===== src/station_regs.svh =====
// Behaviour
// - select line 3 high tells the station it is in the wrong mode for data
// - select line 4 high is a normal acknowledgement without error
// - select line 5 high reports an abnormal condition; station reads the sense byte
// - line 5 high with no other condition bit set means record-length error
// - select line 6 tells the station to close the data set and advance
// - select line 7 high marks the last transferred record as end of job
// - select line 8 rises when outbound bus data fails its parity check
// - lines 9 to 16 stay low; lines 1 and 2 are spares, held low
`ifndef STATION_REGS_SVH
`define STATION_REGS_SVH

////////////////////////////////////////////////////////////////////////////////
// register byte offsets
`define OFS_CMD 8'h00
`define OFS_SEL 8'h04
`define OFS_STAT 8'h08
`define OFS_IRQ_STAT 8'h0C
`define OFS_IRQ_MASK 8'h10
`define OFS_COND 8'h14
`define OFS_DIN 8'h18
`define OFS_DOUT 8'h1C

////////////////////////////////////////////////////////////////////////////////
// command word fields
`define CMD_DATA_LSB 0
`define CMD_DATA_MSB 7
`define CMD_GRP_LSB 8
`define CMD_GRP_MSB 10
`define CMD_PAR_BIT 11

// control data bits, bit 0 is the most significant bit of the byte
`define CTL_RESET_REQ 0
`define CTL_ENABLE_INT 1
`define CTL_DISABLE_INT 2
`define CTL_REMOVE_BUSY 3
`define CTL_SET_REQ 4

// select line numbers (line n sits in bit n-1)
`define LINE_MODE_ERR 3
`define LINE_ACK 4
`define LINE_SENSE 5
`define LINE_CLOSE_SET 6
`define LINE_FINAL_REC 7
`define LINE_PARITY 8

// status bits
`define STAT_BUSY 0
`define STAT_INT_REQ 1
`define STAT_INT_EN 2
`define STAT_REC_LEN 3

// interrupt events
`define EV_PARITY 0
`define EV_INT_REQ 1
`define EV_READ 2
`define EV_COUNT 3

// condition byte bit set by the parity checker
`define COND_PARITY 7

// reset values
`define RST_SEL 16'h0000
`define RST_COND 8'h00
`define RST_MASK 3'h0

`endif


===== src/station_pkg.sv =====
package station_pkg;
    typedef enum logic [2:0] {
        GRP_CONTROL = 3'h0,
        GRP_READ = 3'h1,
        GRP_WRITE = 3'h2,
        GRP_SEL_LOW = 3'h3,
        GRP_SEL_HIGH = 3'h4
    } cmd_grp_t;

    typedef enum logic [1:0] {
        ST_IDLE = 2'h0,
        ST_ANSWER = 2'h1,
        ST_DONE = 2'h3
    } apb_st_t;
endpackage : station_pkg


===== src/odd_parity_check.sv =====
`timescale 1ns/1ps
module odd_parity_check (
    // byte and its parity bit
    input wire logic [7:0] data,
    input wire logic par,
    // high when the count of ones including parity is even
    output logic bad
);
    logic [8:0] chain;

    assign chain[0] = par;
    genvar i;
    generate
        for (i = 0; i < 8; i = i + 1) begin : g_xor
            assign chain[i + 1] = chain[i] ^ data[i];
        end
    endgenerate
    assign bad = ~chain[8];
endmodule : odd_parity_check


===== src/station_select.sv =====
`timescale 1ns/1ps
`include "station_regs.svh"
module station_select
    import station_pkg::*;
(
    // clock and reset
    input wire logic clk,
    input wire logic rst,
    // apb slave
    input wire logic psel,
    input wire logic penable,
    input wire logic pwrite,
    input wire logic [7:0] paddr,
    input wire logic [31:0] pwdata,
    output logic [31:0] prdata,
    output logic pready,
    output logic pslverr,
    // station side
    input wire logic [7:0] station_data_in,
    output logic [15:0] select_lines,
    output logic [1:0] unit_lines,
    output logic [7:0] dev_data_out,
    output logic dev_write_strobe,
    output logic dev_read_strobe,
    output logic [7:0] sense_byte,
    // interrupt
    output logic irq
);
    apb_st_t st;
    logic wr_done;
    logic mapped;
    logic cmd_wr;
    cmd_grp_t grp;
    logic [7:0] cdata;
    logic par_bad;
    logic par_err;
    logic [15:0] next_sel;
    logic [1:0] next_unit;
    logic busy;
    logic int_req;
    logic int_en;
    logic rec_len;
    logic [2:0] irq_stat;
    logic [2:0] irq_mask;
    logic [2:0] events;
    logic [7:0] din;
    logic int_req_rise;

    ////////////////////////////////////////////////////////////////////////////
    // apb: one wait state so read data leaves a flip-flop
    always_comb begin
        case (paddr)
            `OFS_CMD, `OFS_SEL, `OFS_STAT, `OFS_IRQ_STAT, `OFS_IRQ_MASK, `OFS_COND, `OFS_DIN, `OFS_DOUT: mapped = 1'b1;
            default: mapped = 1'b0;
        endcase
    end

    always_ff @(posedge clk) begin
        if (rst) begin
            st <= ST_IDLE;
            pready <= 1'b0;
            pslverr <= 1'b0;
        end else begin
            case (st)
                ST_IDLE: begin
                    if (psel && penable) begin
                        st <= ST_ANSWER;
                        pready <= 1'b1;
                        pslverr <= ~mapped;
                    end
                end
                ST_ANSWER: begin
                    st <= ST_DONE;
                    pready <= 1'b0;
                    pslverr <= 1'b0;
                end
                ST_DONE: begin
                    st <= ST_IDLE;
                end
                default: begin
                    st <= ST_IDLE;
                    pready <= 1'b0;
                    pslverr <= 1'b0;
                end
            endcase
        end
    end

    // writes take effect only at the completing edge
    assign wr_done = psel && penable && pready && pwrite && mapped;
    assign cmd_wr = wr_done && (paddr == `OFS_CMD);
    assign grp = cmd_grp_t'(pwdata[`CMD_GRP_MSB:`CMD_GRP_LSB]);
    // byte bit 0 is the msb, as on the host bus
    assign cdata = pwdata[`CMD_DATA_MSB:`CMD_DATA_LSB];

    always_ff @(posedge clk) begin
        if (rst) begin
            prdata <= 32'h00000000;
        end else if (psel && penable && !pready && !pwrite) begin
            case (paddr)
                `OFS_SEL: prdata <= {14'h0000, unit_lines, select_lines};
                `OFS_STAT: prdata <= {28'h0000000, rec_len, int_en, int_req, busy};
                `OFS_IRQ_STAT: prdata <= {29'h00000000, irq_stat};
                `OFS_IRQ_MASK: prdata <= {29'h00000000, irq_mask};
                `OFS_COND: prdata <= {24'h000000, sense_byte};
                `OFS_DIN: prdata <= {24'h000000, din};
                `OFS_DOUT: prdata <= {24'h000000, dev_data_out};
                default: prdata <= 32'h00000000;
            endcase
        end
    end

    ////////////////////////////////////////////////////////////////////////////
    // outbound parity, checked on write commands only
    odd_parity_check u_par (
        .data(cdata),
        .par(pwdata[`CMD_PAR_BIT]),
        .bad(par_bad)
    );
    assign par_err = cmd_wr && (grp == GRP_WRITE) && par_bad;

    ////////////////////////////////////////////////////////////////////////////
    // command group decode
    genvar n;
    generate
        for (n = 1; n <= 16; n = n + 1) begin : g_line
            if (n >= 3 && n <= 8) begin : g_used
                always_comb begin
                    next_sel[n - 1] = select_lines[n - 1];
                    if (cmd_wr && grp == GRP_SEL_LOW) begin
                        next_sel[n - 1] = cdata[8 - n];
                    end
                    if (n == `LINE_PARITY && par_err) begin
                        next_sel[n - 1] = 1'b1;
                    end
                end
            end else begin : g_idle
                // spares and lines 9 to 16 never rise, whatever is written
                always_comb begin
                    next_sel[n - 1] = 1'b0;
                end
            end
        end
    endgenerate
    assign next_unit = (cmd_wr && grp == GRP_SEL_HIGH) ? {cdata[0], cdata[1]} : unit_lines;

    always_ff @(posedge clk) begin
        if (rst) begin
            select_lines <= `RST_SEL;
            unit_lines <= 2'h0;
        end else begin
            select_lines <= next_sel;
            unit_lines <= next_unit;
        end
    end

    // station data transfers
    always_ff @(posedge clk) begin
        if (rst) begin
            dev_data_out <= 8'h00;
            dev_write_strobe <= 1'b0;
            dev_read_strobe <= 1'b0;
            din <= 8'h00;
        end else begin
            dev_write_strobe <= cmd_wr && grp == GRP_WRITE && !par_bad;
            dev_read_strobe <= cmd_wr && grp == GRP_READ;
            if (cmd_wr && grp == GRP_WRITE && !par_bad) begin
                dev_data_out <= cdata;
            end
            if (cmd_wr && grp == GRP_READ) begin
                din <= station_data_in;
            end
        end
    end

    ////////////////////////////////////////////////////////////////////////////
    // control group; bits combine, set request beats reset, disable beats enable
    always_ff @(posedge clk) begin
        if (rst) begin
            busy <= 1'b0;
            int_req <= 1'b0;
            int_en <= 1'b0;
        end else begin
            if (cmd_wr && (grp == GRP_READ || grp == GRP_WRITE)) begin
                busy <= 1'b1;
            end else if (cmd_wr && grp == GRP_CONTROL && cdata[7 - `CTL_REMOVE_BUSY]) begin
                busy <= 1'b0;
            end
            if (cmd_wr && grp == GRP_CONTROL && cdata[7 - `CTL_SET_REQ]) begin
                int_req <= 1'b1;
            end else if (cmd_wr && grp == GRP_CONTROL && cdata[7 - `CTL_RESET_REQ]) begin
                int_req <= 1'b0;
            end
            if (cmd_wr && grp == GRP_CONTROL && cdata[7 - `CTL_DISABLE_INT]) begin
                int_en <= 1'b0;
            end else if (cmd_wr && grp == GRP_CONTROL && cdata[7 - `CTL_ENABLE_INT]) begin
                int_en <= 1'b1;
            end
        end
    end

    ////////////////////////////////////////////////////////////////////////////
    // condition byte the station senses; parity bit set by hardware wins
    always_ff @(posedge clk) begin
        if (rst) begin
            sense_byte <= `RST_COND;
        end else begin
            if (wr_done && paddr == `OFS_COND) begin
                sense_byte <= pwdata[7:0];
            end
            if (par_err) begin
                sense_byte[`COND_PARITY] <= 1'b1;
            end
        end
    end

    // sense line alone with an empty condition byte reads as record length
    assign rec_len = select_lines[`LINE_SENSE - 1] && (sense_byte == 8'h00);

    ////////////////////////////////////////////////////////////////////////////
    // interrupts: sticky, write one to clear, set beats clear
    assign int_req_rise = cmd_wr && grp == GRP_CONTROL && cdata[7 - `CTL_SET_REQ] && !int_req && int_en;
    assign events = {cmd_wr && grp == GRP_READ, int_req_rise, par_err};

    always_ff @(posedge clk) begin
        if (rst) begin
            irq_stat <= 3'h0;
            irq_mask <= `RST_MASK;
            irq <= 1'b0;
        end else begin
            if (wr_done && paddr == `OFS_IRQ_MASK) begin
                irq_mask <= pwdata[2:0];
            end
            if (wr_done && paddr == `OFS_IRQ_STAT) begin
                irq_stat <= (irq_stat & ~pwdata[2:0]) | events;
            end else begin
                irq_stat <= irq_stat | events;
            end
            irq <= |(irq_stat & irq_mask);
        end
    end
endmodule : station_select

===== config.mk =====
export PLATFORM = sky130hd
export DESIGN_NAME = station_select
export DESIGN_NICKNAME = d
export VERILOG_FILES = /design/src/station_pkg.sv /design/src/odd_parity_check.sv /design/src/station_select.sv
export VERILOG_INCLUDE_DIRS = /design/src
export SDC_FILE = /design/constraint.sdc
export NUM_CORES = 1
export LEC_CHECK = 0
export BUFFER_PORTS_ARGS = -buffer_cell sky130_fd_sc_hd__buf_2
export CORE_UTILIZATION = 30
export CTS_BUF_LIST = sky130_fd_sc_hd__clkbuf_4 sky130_fd_sc_hd__clkbuf_8
export CTS_CLUSTER_SIZE = 8
export DETAILED_ROUTE_END_ITERATION = 8
export GPL_TIMING_DRIVEN = 0
export PLACE_DENSITY_LB_ADDON = 0.1
export SYNTH_ARGS = -nofsm -noshare
export SYNTH_HDL_FRONTEND = slang
export SYNTH_SLANG_ARGS = --single-unit

===== constraint.sdc =====
create_clock -name clk -period 3.24 [get_ports clk]
set_input_delay 0.486 -clock clk [delete_from_list [all_inputs] [get_ports clk]]
set_output_delay 0.486 -clock clk [all_outputs]
set_load 0.005 [all_outputs]

Word level (Yosys, flattened, before mapping)
Memories as Yosys holds them, arrays and structs flattened.
Cells that the tools add are included.
- register bits after elaboration: 90
- memory bits (read-only): 32
- bits of input ports: 53
- output and inout bits: 71
- logic and storage cells: 110
- memories: 1
- memory list (name ; words ; bits a word ; rd ports ; clocked after memory_dff ; wr ports ; line ; source):
    (name not given) ; 32 ; 1 ; 1 ; 0 ; 0 ; station_select.sv:52 ; case (paddr)
- equality and inequality tests: 14
- muxes and demuxes: 17
- bitwise gates (word level): 16
- reductions and logical operators: 42
- operators by type and width (cell ; count):
    $pmux 18 s7 ; 1
    $eq 8x5->1 const B ; 4
    $logic_and 1x1->1 ; 26
    $eq 8x4->1 const B ; 2
    $logic_not 8->1 ; 2
    $mux 1 ; 10
    $eq 8x3->1 const B ; 1
    $mux 8 ; 1
    $reduce_bool 2->1 ; 4
    $xor 1x1->1 ; 8
    $and 3x3->3 ; 2
    $eq 3x2->1 const B ; 2
    $logic_not 3->1 ; 2
    $or 3x3->3 ; 2
    $pmux 1 s2 ; 2
    $pmux 2 s2 ; 1
    $eq 3x1->1 const B ; 1
    $eq 3x3->1 const B ; 1
    $logic_not 1->1 ; 3
    $mux 3 ; 1
    $not 1->1 ; 3
    $not 3->3 ; 1
    $reduce_or 3->1 ; 1
    $eq 2x1->1 const B ; 1
    7 further kinds ; 7

Depth between registers and ports, before layout
Gate-level depths: netlist of run 1.
- word-level depth: 12
- depth in mapped cells: 7
- gate-level depth less buffers: 5

Modules after synthesis
From an unflattened synthesis of run 1, not the netlist that was laid out.
- cell total of the unflattened synthesis: 351
- area total of the unflattened synthesis: 3064.2 µm²
- modules (own cells, without submodules) (module ; times used ; cells an instance ; area each (µm²) ; seq. area each (µm²)):
    station_select ; 1 ; 344 ; 2989.1 ; 1161.1
    odd_parity_check ; 1 ; 7 ; 75.1 ; 0.0

Least setup slack after synthesis of run 1
No wires, ideal clock.
- path kind: input to register
- from: in paddr[3]
- to: reg select_lines[7]
- library setup time: 126 ps
- arrival time: 1962 ps
- required time: 3114 ps
- path slack: 1152 ps
- stages: 7
- buffers on the path: 2
- cells stage by stage: buf_2 or4_4 nor3b_2 and3_1 buf_4 mux2i_1 o21ai_2
- word-level cells in the longest chain between the ends: 7
- elaborated cells on any way between the ends: 10
- those cells by class: mux: 2; reduce/logical: 7; memory: 1
- ends and longest elaborated chain (what ; line ; source):
    from (decl) ; station_select.sv:13 ; input wire logic [7:0] paddr,
    $mem_v2 32x1 ; - ;
    $mux 1 ; station_select.sv:52 ;
    $logic_and 1x1->1 ; station_select.sv:90 ; assign wr_done = psel && penable && pready && pwrite && mapped;
    $logic_and 1x1->1 (*) ; station_select.sv:91 ; assign cmd_wr = wr_done && (paddr == `OFS_CMD);
    $logic_and 1x1->1 (2 in series) ; station_select.sv:120 ; assign par_err = cmd_wr && (grp == GRP_WRITE) && par_bad;
    $mux 1 or $reduce_bool 2->1 (tied branches) ; - ;
    to (signal assigned) ; station_select.sv:149 ; select_lines <= `RST_SEL;
    to (signal assigned) ; station_select.sv:152 ; select_lines <= next_sel;
    to (decl) ; station_select.sv:20 ; output logic [15:0] select_lines,
Mark *: on every way between the ends. The rest lies on a longest branch, timed or not.
A chain may end at the register's enable or synchronous reset.

Worst setup path after layout of run 1
- from: in paddr[5]
- to: reg dev_data_out[2]
- word-level cells in the longest chain between the ends: 6
- elaborated cells on any way between the ends: 7
- those cells by class: mux: 1; reduce/logical: 6
- ends and longest elaborated chain (what ; line ; source):
    $logic_not 3->1 ; station_select.sv:52 ;
    $mux 1 ; station_select.sv:52 ;
    $logic_and 1x1->1 ; station_select.sv:90 ;
    $logic_and 1x1->1 (*) ; station_select.sv:91 ;
    $logic_and 1x1->1 (*) (2 in series) ; station_select.sv:167 ; if (cmd_wr && grp == GRP_WRITE && !par_bad) begin
    to (signal assigned) ; station_select.sv:168 ; dev_data_out <= cdata;
    to (decl) ; station_select.sv:22 ; output logic [7:0] dev_data_out,
Marked as above.

==> qor.csv, run 1 <==
stage,metric,value,unit
pwr,irDropWorstVdd,0.000244,V
critical_path,crit_required,3.44,ns
final_layout,drive_gt1_share,29.5,%
final_layout,fin_area,3780,um^2
final_layout,post-route-util,40.2,%
cts,cts_setup_buffers,0,
final_layout,num_antenna_cells,0,
hold_path,holdPathEnd,din[0]$_SDFFE_PP0P_,
hold_path,hp-start,station_data_in[0],
synthesis,synth_ff_type,dfxtp_1,
critical_path,cp_max_fo,10,
timing,fmax,0.466,GHz
cts,cts_tree,built,
floorplan,die_h,101,um
timing,worst-slew-pin-transition,0.649,ns
route,vias,2745,
timing,min_period,2.15,ns
timing,setup_viol,0,
route,wl_per_cell,15.7,um
timing,hold_viol_final,0,
synthesis,seq_area_frac_synth,39.1,%
synthesis,synth_seq_cells,58,
timing,fin_crit_sh,66.3,%
pwr,p_per_area,423,nW/um^2
synthesis,synth.distinct_cells,51,
job,maxCapViolCount,0,
run_status,status,completed,
synthesis,synth_largest_area_cell,dfxtp_1,
hold_path,holdPathStages,3,
final_layout,syn_to_final_growth,27.5,%
cts,cts.sinks,58,
synthesis,synth_top_cell_area_share,39.1,%
cts,insertion_delay,0.34,ns
floorplan,coreArea,9420,um^2
synthesis,synthArstFlopShare,0,%
floorplan,dieArea,10300,um^2
pwr,leakagePower,1.73,nW
cts,cts_buffer_depth,2,
timing,tns,0,ns
critical_path,worstRegToRegCells,6,
hold_path,hold_path.class,in2reg,
placed_design,dpl-instance-area,3580,um^2
critical_path,r2r_slack,1.24,ns
synthesis,synthTopCellsByArea,"dfxtp_1, mux2i_1, buf_4, a21oi_1, nor2_1",
timing,final_max_slew_viol_count,0,
route,dr.pass1.iters,4,
route,ant_nets,0,
critical_path,endpoint_kind,flip-flop,
synthesis,synth_edf_count,0,
placed_design,gp_congestion,0.803,
cts,clockRootBuffer,clkbuf_8,
timing,rsz0062_at_grt,no,
route,drt_iter0_drc,160,
synthesis,avgSynthCellArea,8.73,um^2
route,routed_wl,9180,um
cts,cts_resized,0,
pwr,power.total,1.60,mW
route,route.detailed.drc,0,
critical_path,cp-start-kind,primary input,
global_routing,grt_pass1_vias,2470,
timing,relSlewSlack,56.7,%
synthesis,synth_cells,340,
timing,skew,0.00818,ns
synthesis,ys_warn_count,0,
floorplan,rows,35,
route,vias_per_cell,4.71,
cts,htreeDepth,3,
global_routing,grt_pass1_wl,13800,um
placed_design,hpwl,6980,um
placed_design,portBuffers,67,
floorplan,die_w,101,um
global_routing,overflow,0,
critical_path,worstPathArrival,2.35,ns
synthesis,syn-cell-area,2970,um^2
floorplan,start_util,31.5,%
cts,cts_hold_buf,0,
critical_path,worstSetupPathType,in2reg,
critical_path,regToRegStartpoint,pready$_SDFFE_PP0P_,
critical_path,regToRegEndpoint,dev_data_out[2]$_SDFFE_PP0P_,
global_routing,grt_max_degree,11,
global_routing,grt.total_usage,18.5,%
cts,clk_pin_slew,0.07,ns
cts,cts-buffers-inserted,9,
floorplan,io_pins,124,
global_routing,antenna_found_initial,0,
final_layout,nNetsFinal,502,
==> stage by stage <==
step	setup WS, ns	instances	hold WS [ns]
after detailed placement	0.743	567	0.445
after CTS	1.09	583	0.381
after floorplan	1.15	371	0.431
after global routing	0.902	583	0.377
after global placement	0.749	567	0.439
final	1.09	583	0.386
==> registers in the layout, indices dropped and copies added (netlist names), 2 cells and up <==
signal	flops
prdata	10
dev_data_out	8
din	8
sense_byte	8
select_lines	6
irq_mask	3
irq_stat	3
st	2
unit_lines	2
==> power breakdown <==
group	internal, mW	switching [mW]	total, mW
registers	0.716	0.00389	0.720
clock network	0.393	0.298	0.691
logic	0.0750	0.116	0.191
total	1.18	0.418	1.60
==> critical path, stage by stage <==
cell and delay, ns:
buf_2 0.09, or3_1 0.35, buf_2 0.18, nor4_2 0.57
nand2_1 0.15, clkbuf_1 0.25, o21ai_1 0.18, a21oi_1 0.08
==> metal layers <==
| metal | track usage, % | vias up | share of wire, % |
|---|---|---|---|
| met2 | 28.5 | 102 | 44 |
| met1 | 26.1 | 1274 | 50 |
| met5 | 0 | - | 0 |
| li1 | - | 1363 | - |
| met4 | 4.35 | 0 | 0.77 |
| met3 | 4.35 | 6 | 5.8 |
==> worst max path at each step <==
stage	slack [ns]	depth (start not counted)	to	from
after global placement	0.75	8	dev_data_out[2]$_SDFFE_PP0P_	paddr[5]
after detailed placement	0.74	8	dev_data_out[4]$_SDFFE_PP0P_	paddr[5]
final	1.09	8	dev_data_out[2]$_SDFFE_PP0P_	paddr[5]
after CTS	1.09	8	dev_data_out[4]$_SDFFE_PP0P_	paddr[5]
after global routing	0.90	8	dev_data_out[4]$_SDFFE_PP0P_	paddr[5]
after floorplan	1.15	7	select_lines[7]$_SDFFE_PP0P_	paddr[3]
==> cells in the mapped netlist, types with 4 or more instances <==
cell and instances:
nor2_1 34, nor3_1 7, o21ai_1 8, clkbuf_1 12
a21oi_1 26, a22o_1 5, a22oi_1 7, nand3_1 15
mux2i_1 31, dfxtp_1 58, o2bb2ai_1 5, or3_1 4
buf_4 33, buf_2 5, nor4_1 4, nand2_1 33
==> cells in the final DEF (no fill, tap or decap), drive strengths merged, types with 2 or more instances in the layout <==
master / netlist / final
nor3: 8 / 8
nand3: 15 / 15
clkinv: 0 / 3
nor3b: 2 / 2
a222oi: 2 / 2
or3: 5 / 5
nand2b: 3 / 3
a22oi: 7 / 7
o2bb2ai: 5 / 5
o22ai: 3 / 3
or2: 2 / 2
dfxtp: 58 / 58
a31oi: 2 / 2
conb: 1 / 32
mux2i: 31 / 31
nor2: 34 / 34
buf: 40 / 107
inv: 2 / 2
nand2: 33 / 33
and3: 3 / 3
xnor2: 4 / 4
a21oi: 26 / 26
clkbuf: 12 / 23
nor4: 5 / 5
a22o: 5 / 5
and2: 3 / 3
o21ai: 12 / 12
xor2: 3 / 3
==> area by class of cell <==
type	count	area [um^2]
inverters	2	7.51
fillers	988	5630
plain buffers	52	333
clock buffers	11	151
clock inverters	5	52.6
multi-input cells	259	1580
well taps	129	161
repair buffers	67	335
flip-flops and latches	58	1160
==> kinds of logic after synthesis <==
group / count (synthesis) / share of synthesized area (%)
xor gates and xnor gates: 8 / 3.08
and+or+nand+nor: 121 / 21.0
AOI/OAI and AO/OA: 66 / 14.3
other: 1 / 0.126
muxes: 32 / 10.8
DFF: 58 / 39.1
buffers and inverters: 54 / 11.5
Note: power is estimated with default switching activity, not from simulation.
==> run 2: changes to the inputs <==
==> constraint.sdc (replaced) <==
create_clock -name clk -period 1.7 [get_ports clk]
set_input_delay 0.255 -clock clk [delete_from_list [all_inputs] [get_ports clk]]
set_output_delay 0.255 -clock clk [all_outputs]
set_load 0.005 [all_outputs]
==> run 2 against run 1 <==
- die area did not move
- flip-flop and latch count did not move
- clock power rose by 84%
- clock-buffer cell count rose by 1
- global-route usage rose by 0.093 points
- cell count rose by 0.69%
- sequential power rose by 90%
- sequential share of layout area fell by 0.86 points
- setup slack got worse by 1.1 ns
- critical path type unchanged
==> qor.csv, run 2 (same netlist as run 1, synthesis figures left out) <==
stage,metric,value,unit,change
cts,htreeDepth,3,,unchanged
cts,clockRootBuffer,clkbuf_8,,unchanged
floorplan,dieArea,10300,um^2,unchanged
run_status,status,completed,,unchanged
final_layout,nNetsFinal,507,,was 502
timing,worst-slew-pin-transition,0.667,ns,was 0.649 ns
timing,hold_viol_final,0,,unchanged
critical_path,endpoint_kind,flip-flop,,unchanged
critical_path,r2r_slack,0.11,ns,was 1.24 ns
placed_design,hpwl,6870,um,was 6980 um
route,dr.pass1.iters,4,,unchanged
global_routing,grt_util_met2,28.8,%,was 28.5%
global_routing,grt_pass1_wl,13800,um,about the same
floorplan,start_util,31.5,%,unchanged
final_layout,layout.cells.non_filler,587,,was 583
final_layout,num_antenna_cells,0,,unchanged
critical_path,cp-start-kind,primary input,,unchanged
critical_path,regToRegStartpoint,pready$_SDFFE_PP0P_,,unchanged
timing,setup_ws,0.0135,ns,was 1.09 ns
floorplan,rows,35,,unchanged
pwr,power.total,3.04,mW,was 1.60 mW
final_layout,mostFrequentLayoutCell,buf_2,,unchanged
hold_path,hold_path.class,in2reg,,unchanged
floorplan,coreArea,9420,um^2,unchanged
pwr,p_per_area,777,nW/um^2,was 423 nW/um^2
placed_design,pre_cts_ws,-0.528,ns,was 0.743 ns
final_layout,syn_to_final_growth,31.6,%,was 27.5%
global_routing,antenna_found_initial,0,,unchanged
global_routing,use_met3,4.97,%,was 4.35%
route,vias,2781,,"was 2,745"
global_routing,busiest_layer,met2,,unchanged
critical_path,worstSetupPathType,in2reg,,unchanged
cts,insertion_delay,0.34,ns,about the same
cts,cts-buffers-inserted,9,,unchanged
hold_path,holdPathStages,3,,unchanged
timing,fin_crit_sh,99.2,%,
global_routing,overflow,0,,unchanged
cts,clk_pin_slew,0.07,ns,about the same
final_layout,fillers,997,,was 988
critical_path,regToRegEndpoint,sense_byte[7]$_SDFFE_PP0P_,,was dev_data_out[2]$_SDFFE_PP0P_
route,drt_iter0_drc,119,,was 160
timing,min_period,1.69,ns,
timing,fmax,0.593,GHz,
critical_path,cp_max_fo,10,,unchanged
job,maxCapViolCount,0,,unchanged
timing,skew,0.00770,ns,was 0.00818 ns
route,vias_per_cell,4.74,,was 4.71
final_layout,drive_gt1_share,33.2,%,was 29.5%
floorplan,die_h,101,um,unchanged
critical_path,crit_required,1.91,ns,was 3.44 ns
cts,cts_tree,built,,unchanged
global_routing,use_met1,25.8,%,was 26.1%
pwr,leakagePower,1.80,nW,was 1.73 nW
global_routing,grt_pass1_vias,2487,,"was 2,470"
final_layout,largest_register_ffs,10,,unchanged
global_routing,grt.total_usage,18.6,%,was 18.5%
timing,relSlewSlack,55.6,%,was 56.7%
final_layout,regMostFlops,prdata,,unchanged
floorplan,io_pins,124,,unchanged
route,ant_nets,0,,unchanged
cts,cts_buffer_depth,2,,unchanged
timing,final_max_slew_viol_count,0,,unchanged
route,route.detailed.drc,0,,unchanged
cts,cts.sinks,58,,unchanged
timing,setup_viol,0,,unchanged
final_layout,final_cell_mix,"buf_2, dfxtp_1, buf_4",,"was buf_2, dfxtp_1, nor2_1"
critical_path,worstRegToRegCells,6,,unchanged
hold_path,holdPathEnd,din[3]$_SDFFE_PP0P_,,was din[0]$_SDFFE_PP0P_
placed_design,placedCellCount,567,,unchanged
global_routing,grt_max_degree,11,,unchanged
floorplan,die_w,101,um,unchanged
route,wl_per_cell,15.5,um,was 15.7 um
pwr,irDropWorstVdd,0.000423,V,was 0.000244 V
final_layout,fin_area,3910,um^2,was 3780 um^2
critical_path,worstPathArrival,1.90,ns,was 2.35 ns
placed_design,dpl-instance-area,3590,um^2,was 3580 um^2
placed_design,portBuffers,67,,unchanged
placed_design,gp_congestion,0.852,,was 0.803
route,routed_wl,9130,um,was 9180 um
hold_path,hp-start,station_data_in[3],,was station_data_in[0]
==> run 2: layout make-up <==
type | instances | area (um^2) | area share, %
multi-input cells | 259 | 1640 | 42.1
flip-flops and latches | 58 | 1160 | 29.8
repair buffers | 72 | 373 | 9.55
plain buffers | 52 | 362 | 9.26
well taps | 129 | 161 | 4.13
clock buffers | 12 | 153 | 3.91
clock inverters | 3 | 40.0 | 1.03
inverters | 2 | 7.51 | 0.192
==> run 2: power by group <==
group,internal [mW],switching (mW)
sequential,1.36,0.00747
combinational,0.153,0.236
clock,0.737,0.538
==> run 2: worst max path at each step <==
stage | startpoint | end | slack (ns) | depth (start not counted)
6_report | paddr[2] | select_lines[4]$_SDFFE_PP0P_ | 0.01 | 7
5_1_grt | paddr[5] | dev_data_out[7]$_SDFFE_PP0P_ | -0.002 | 8
4_1_cts | paddr[2] | select_lines[4]$_SDFFE_PP0P_ | 0.01 | 7
3_5_place_dp | paddr[5] | dev_data_out[4]$_SDFFE_PP0P_ | -0.53 | 8
3_3_place_gp | paddr[5] | dev_data_out[5]$_SDFFE_PP0P_ | -0.55 | 8
2_1_floorplan | paddr[2] | select_lines[7]$_SDFFE_PP0P_ | -0.14 | 7
==> run 2: worst max-delay path, stage by stage <==
cell     delay, ns
buf_12        0.12
or4_4         0.59
nor3b_4       0.28
and3_1        0.20
buf_6         0.15
mux2i_2       0.23
nor2_1        0.05
==> run 2: metal layers <==
metal | vias to the layer above | part of all wire (%)
met1 | 1298 | 49
met2 | 107 | 44
met3 | 6 | 5.7
li1 | 1370 | -
met5 | - | 0
met4 | 0 | 0.71
==> run 2: repair_timing <==
action / in CTS / in global routing
hold buffers: 0 / 0
pin swaps: 2 / 5
gates resized for setup: 7 / 20
hold endpoints to repair: 0 / 0
endpoints found under the setup margin: 38 / 38
buffers inserted: 2 / 3
==> run 2: through the flow <==
stage | util [%] | hold WS, ns | TNS (ns)
final | 41.5 | 0.151 | 0
after global routing | 41.5 | 0.148 | -0.00407
after CTS | 40.7 | 0.144 | 0
after detailed placement | 38.2 | 0.445 | -15.54
after global placement | 38.2 | 0.441 | -16.07
after floorplan | - | 0.352 | -1.56
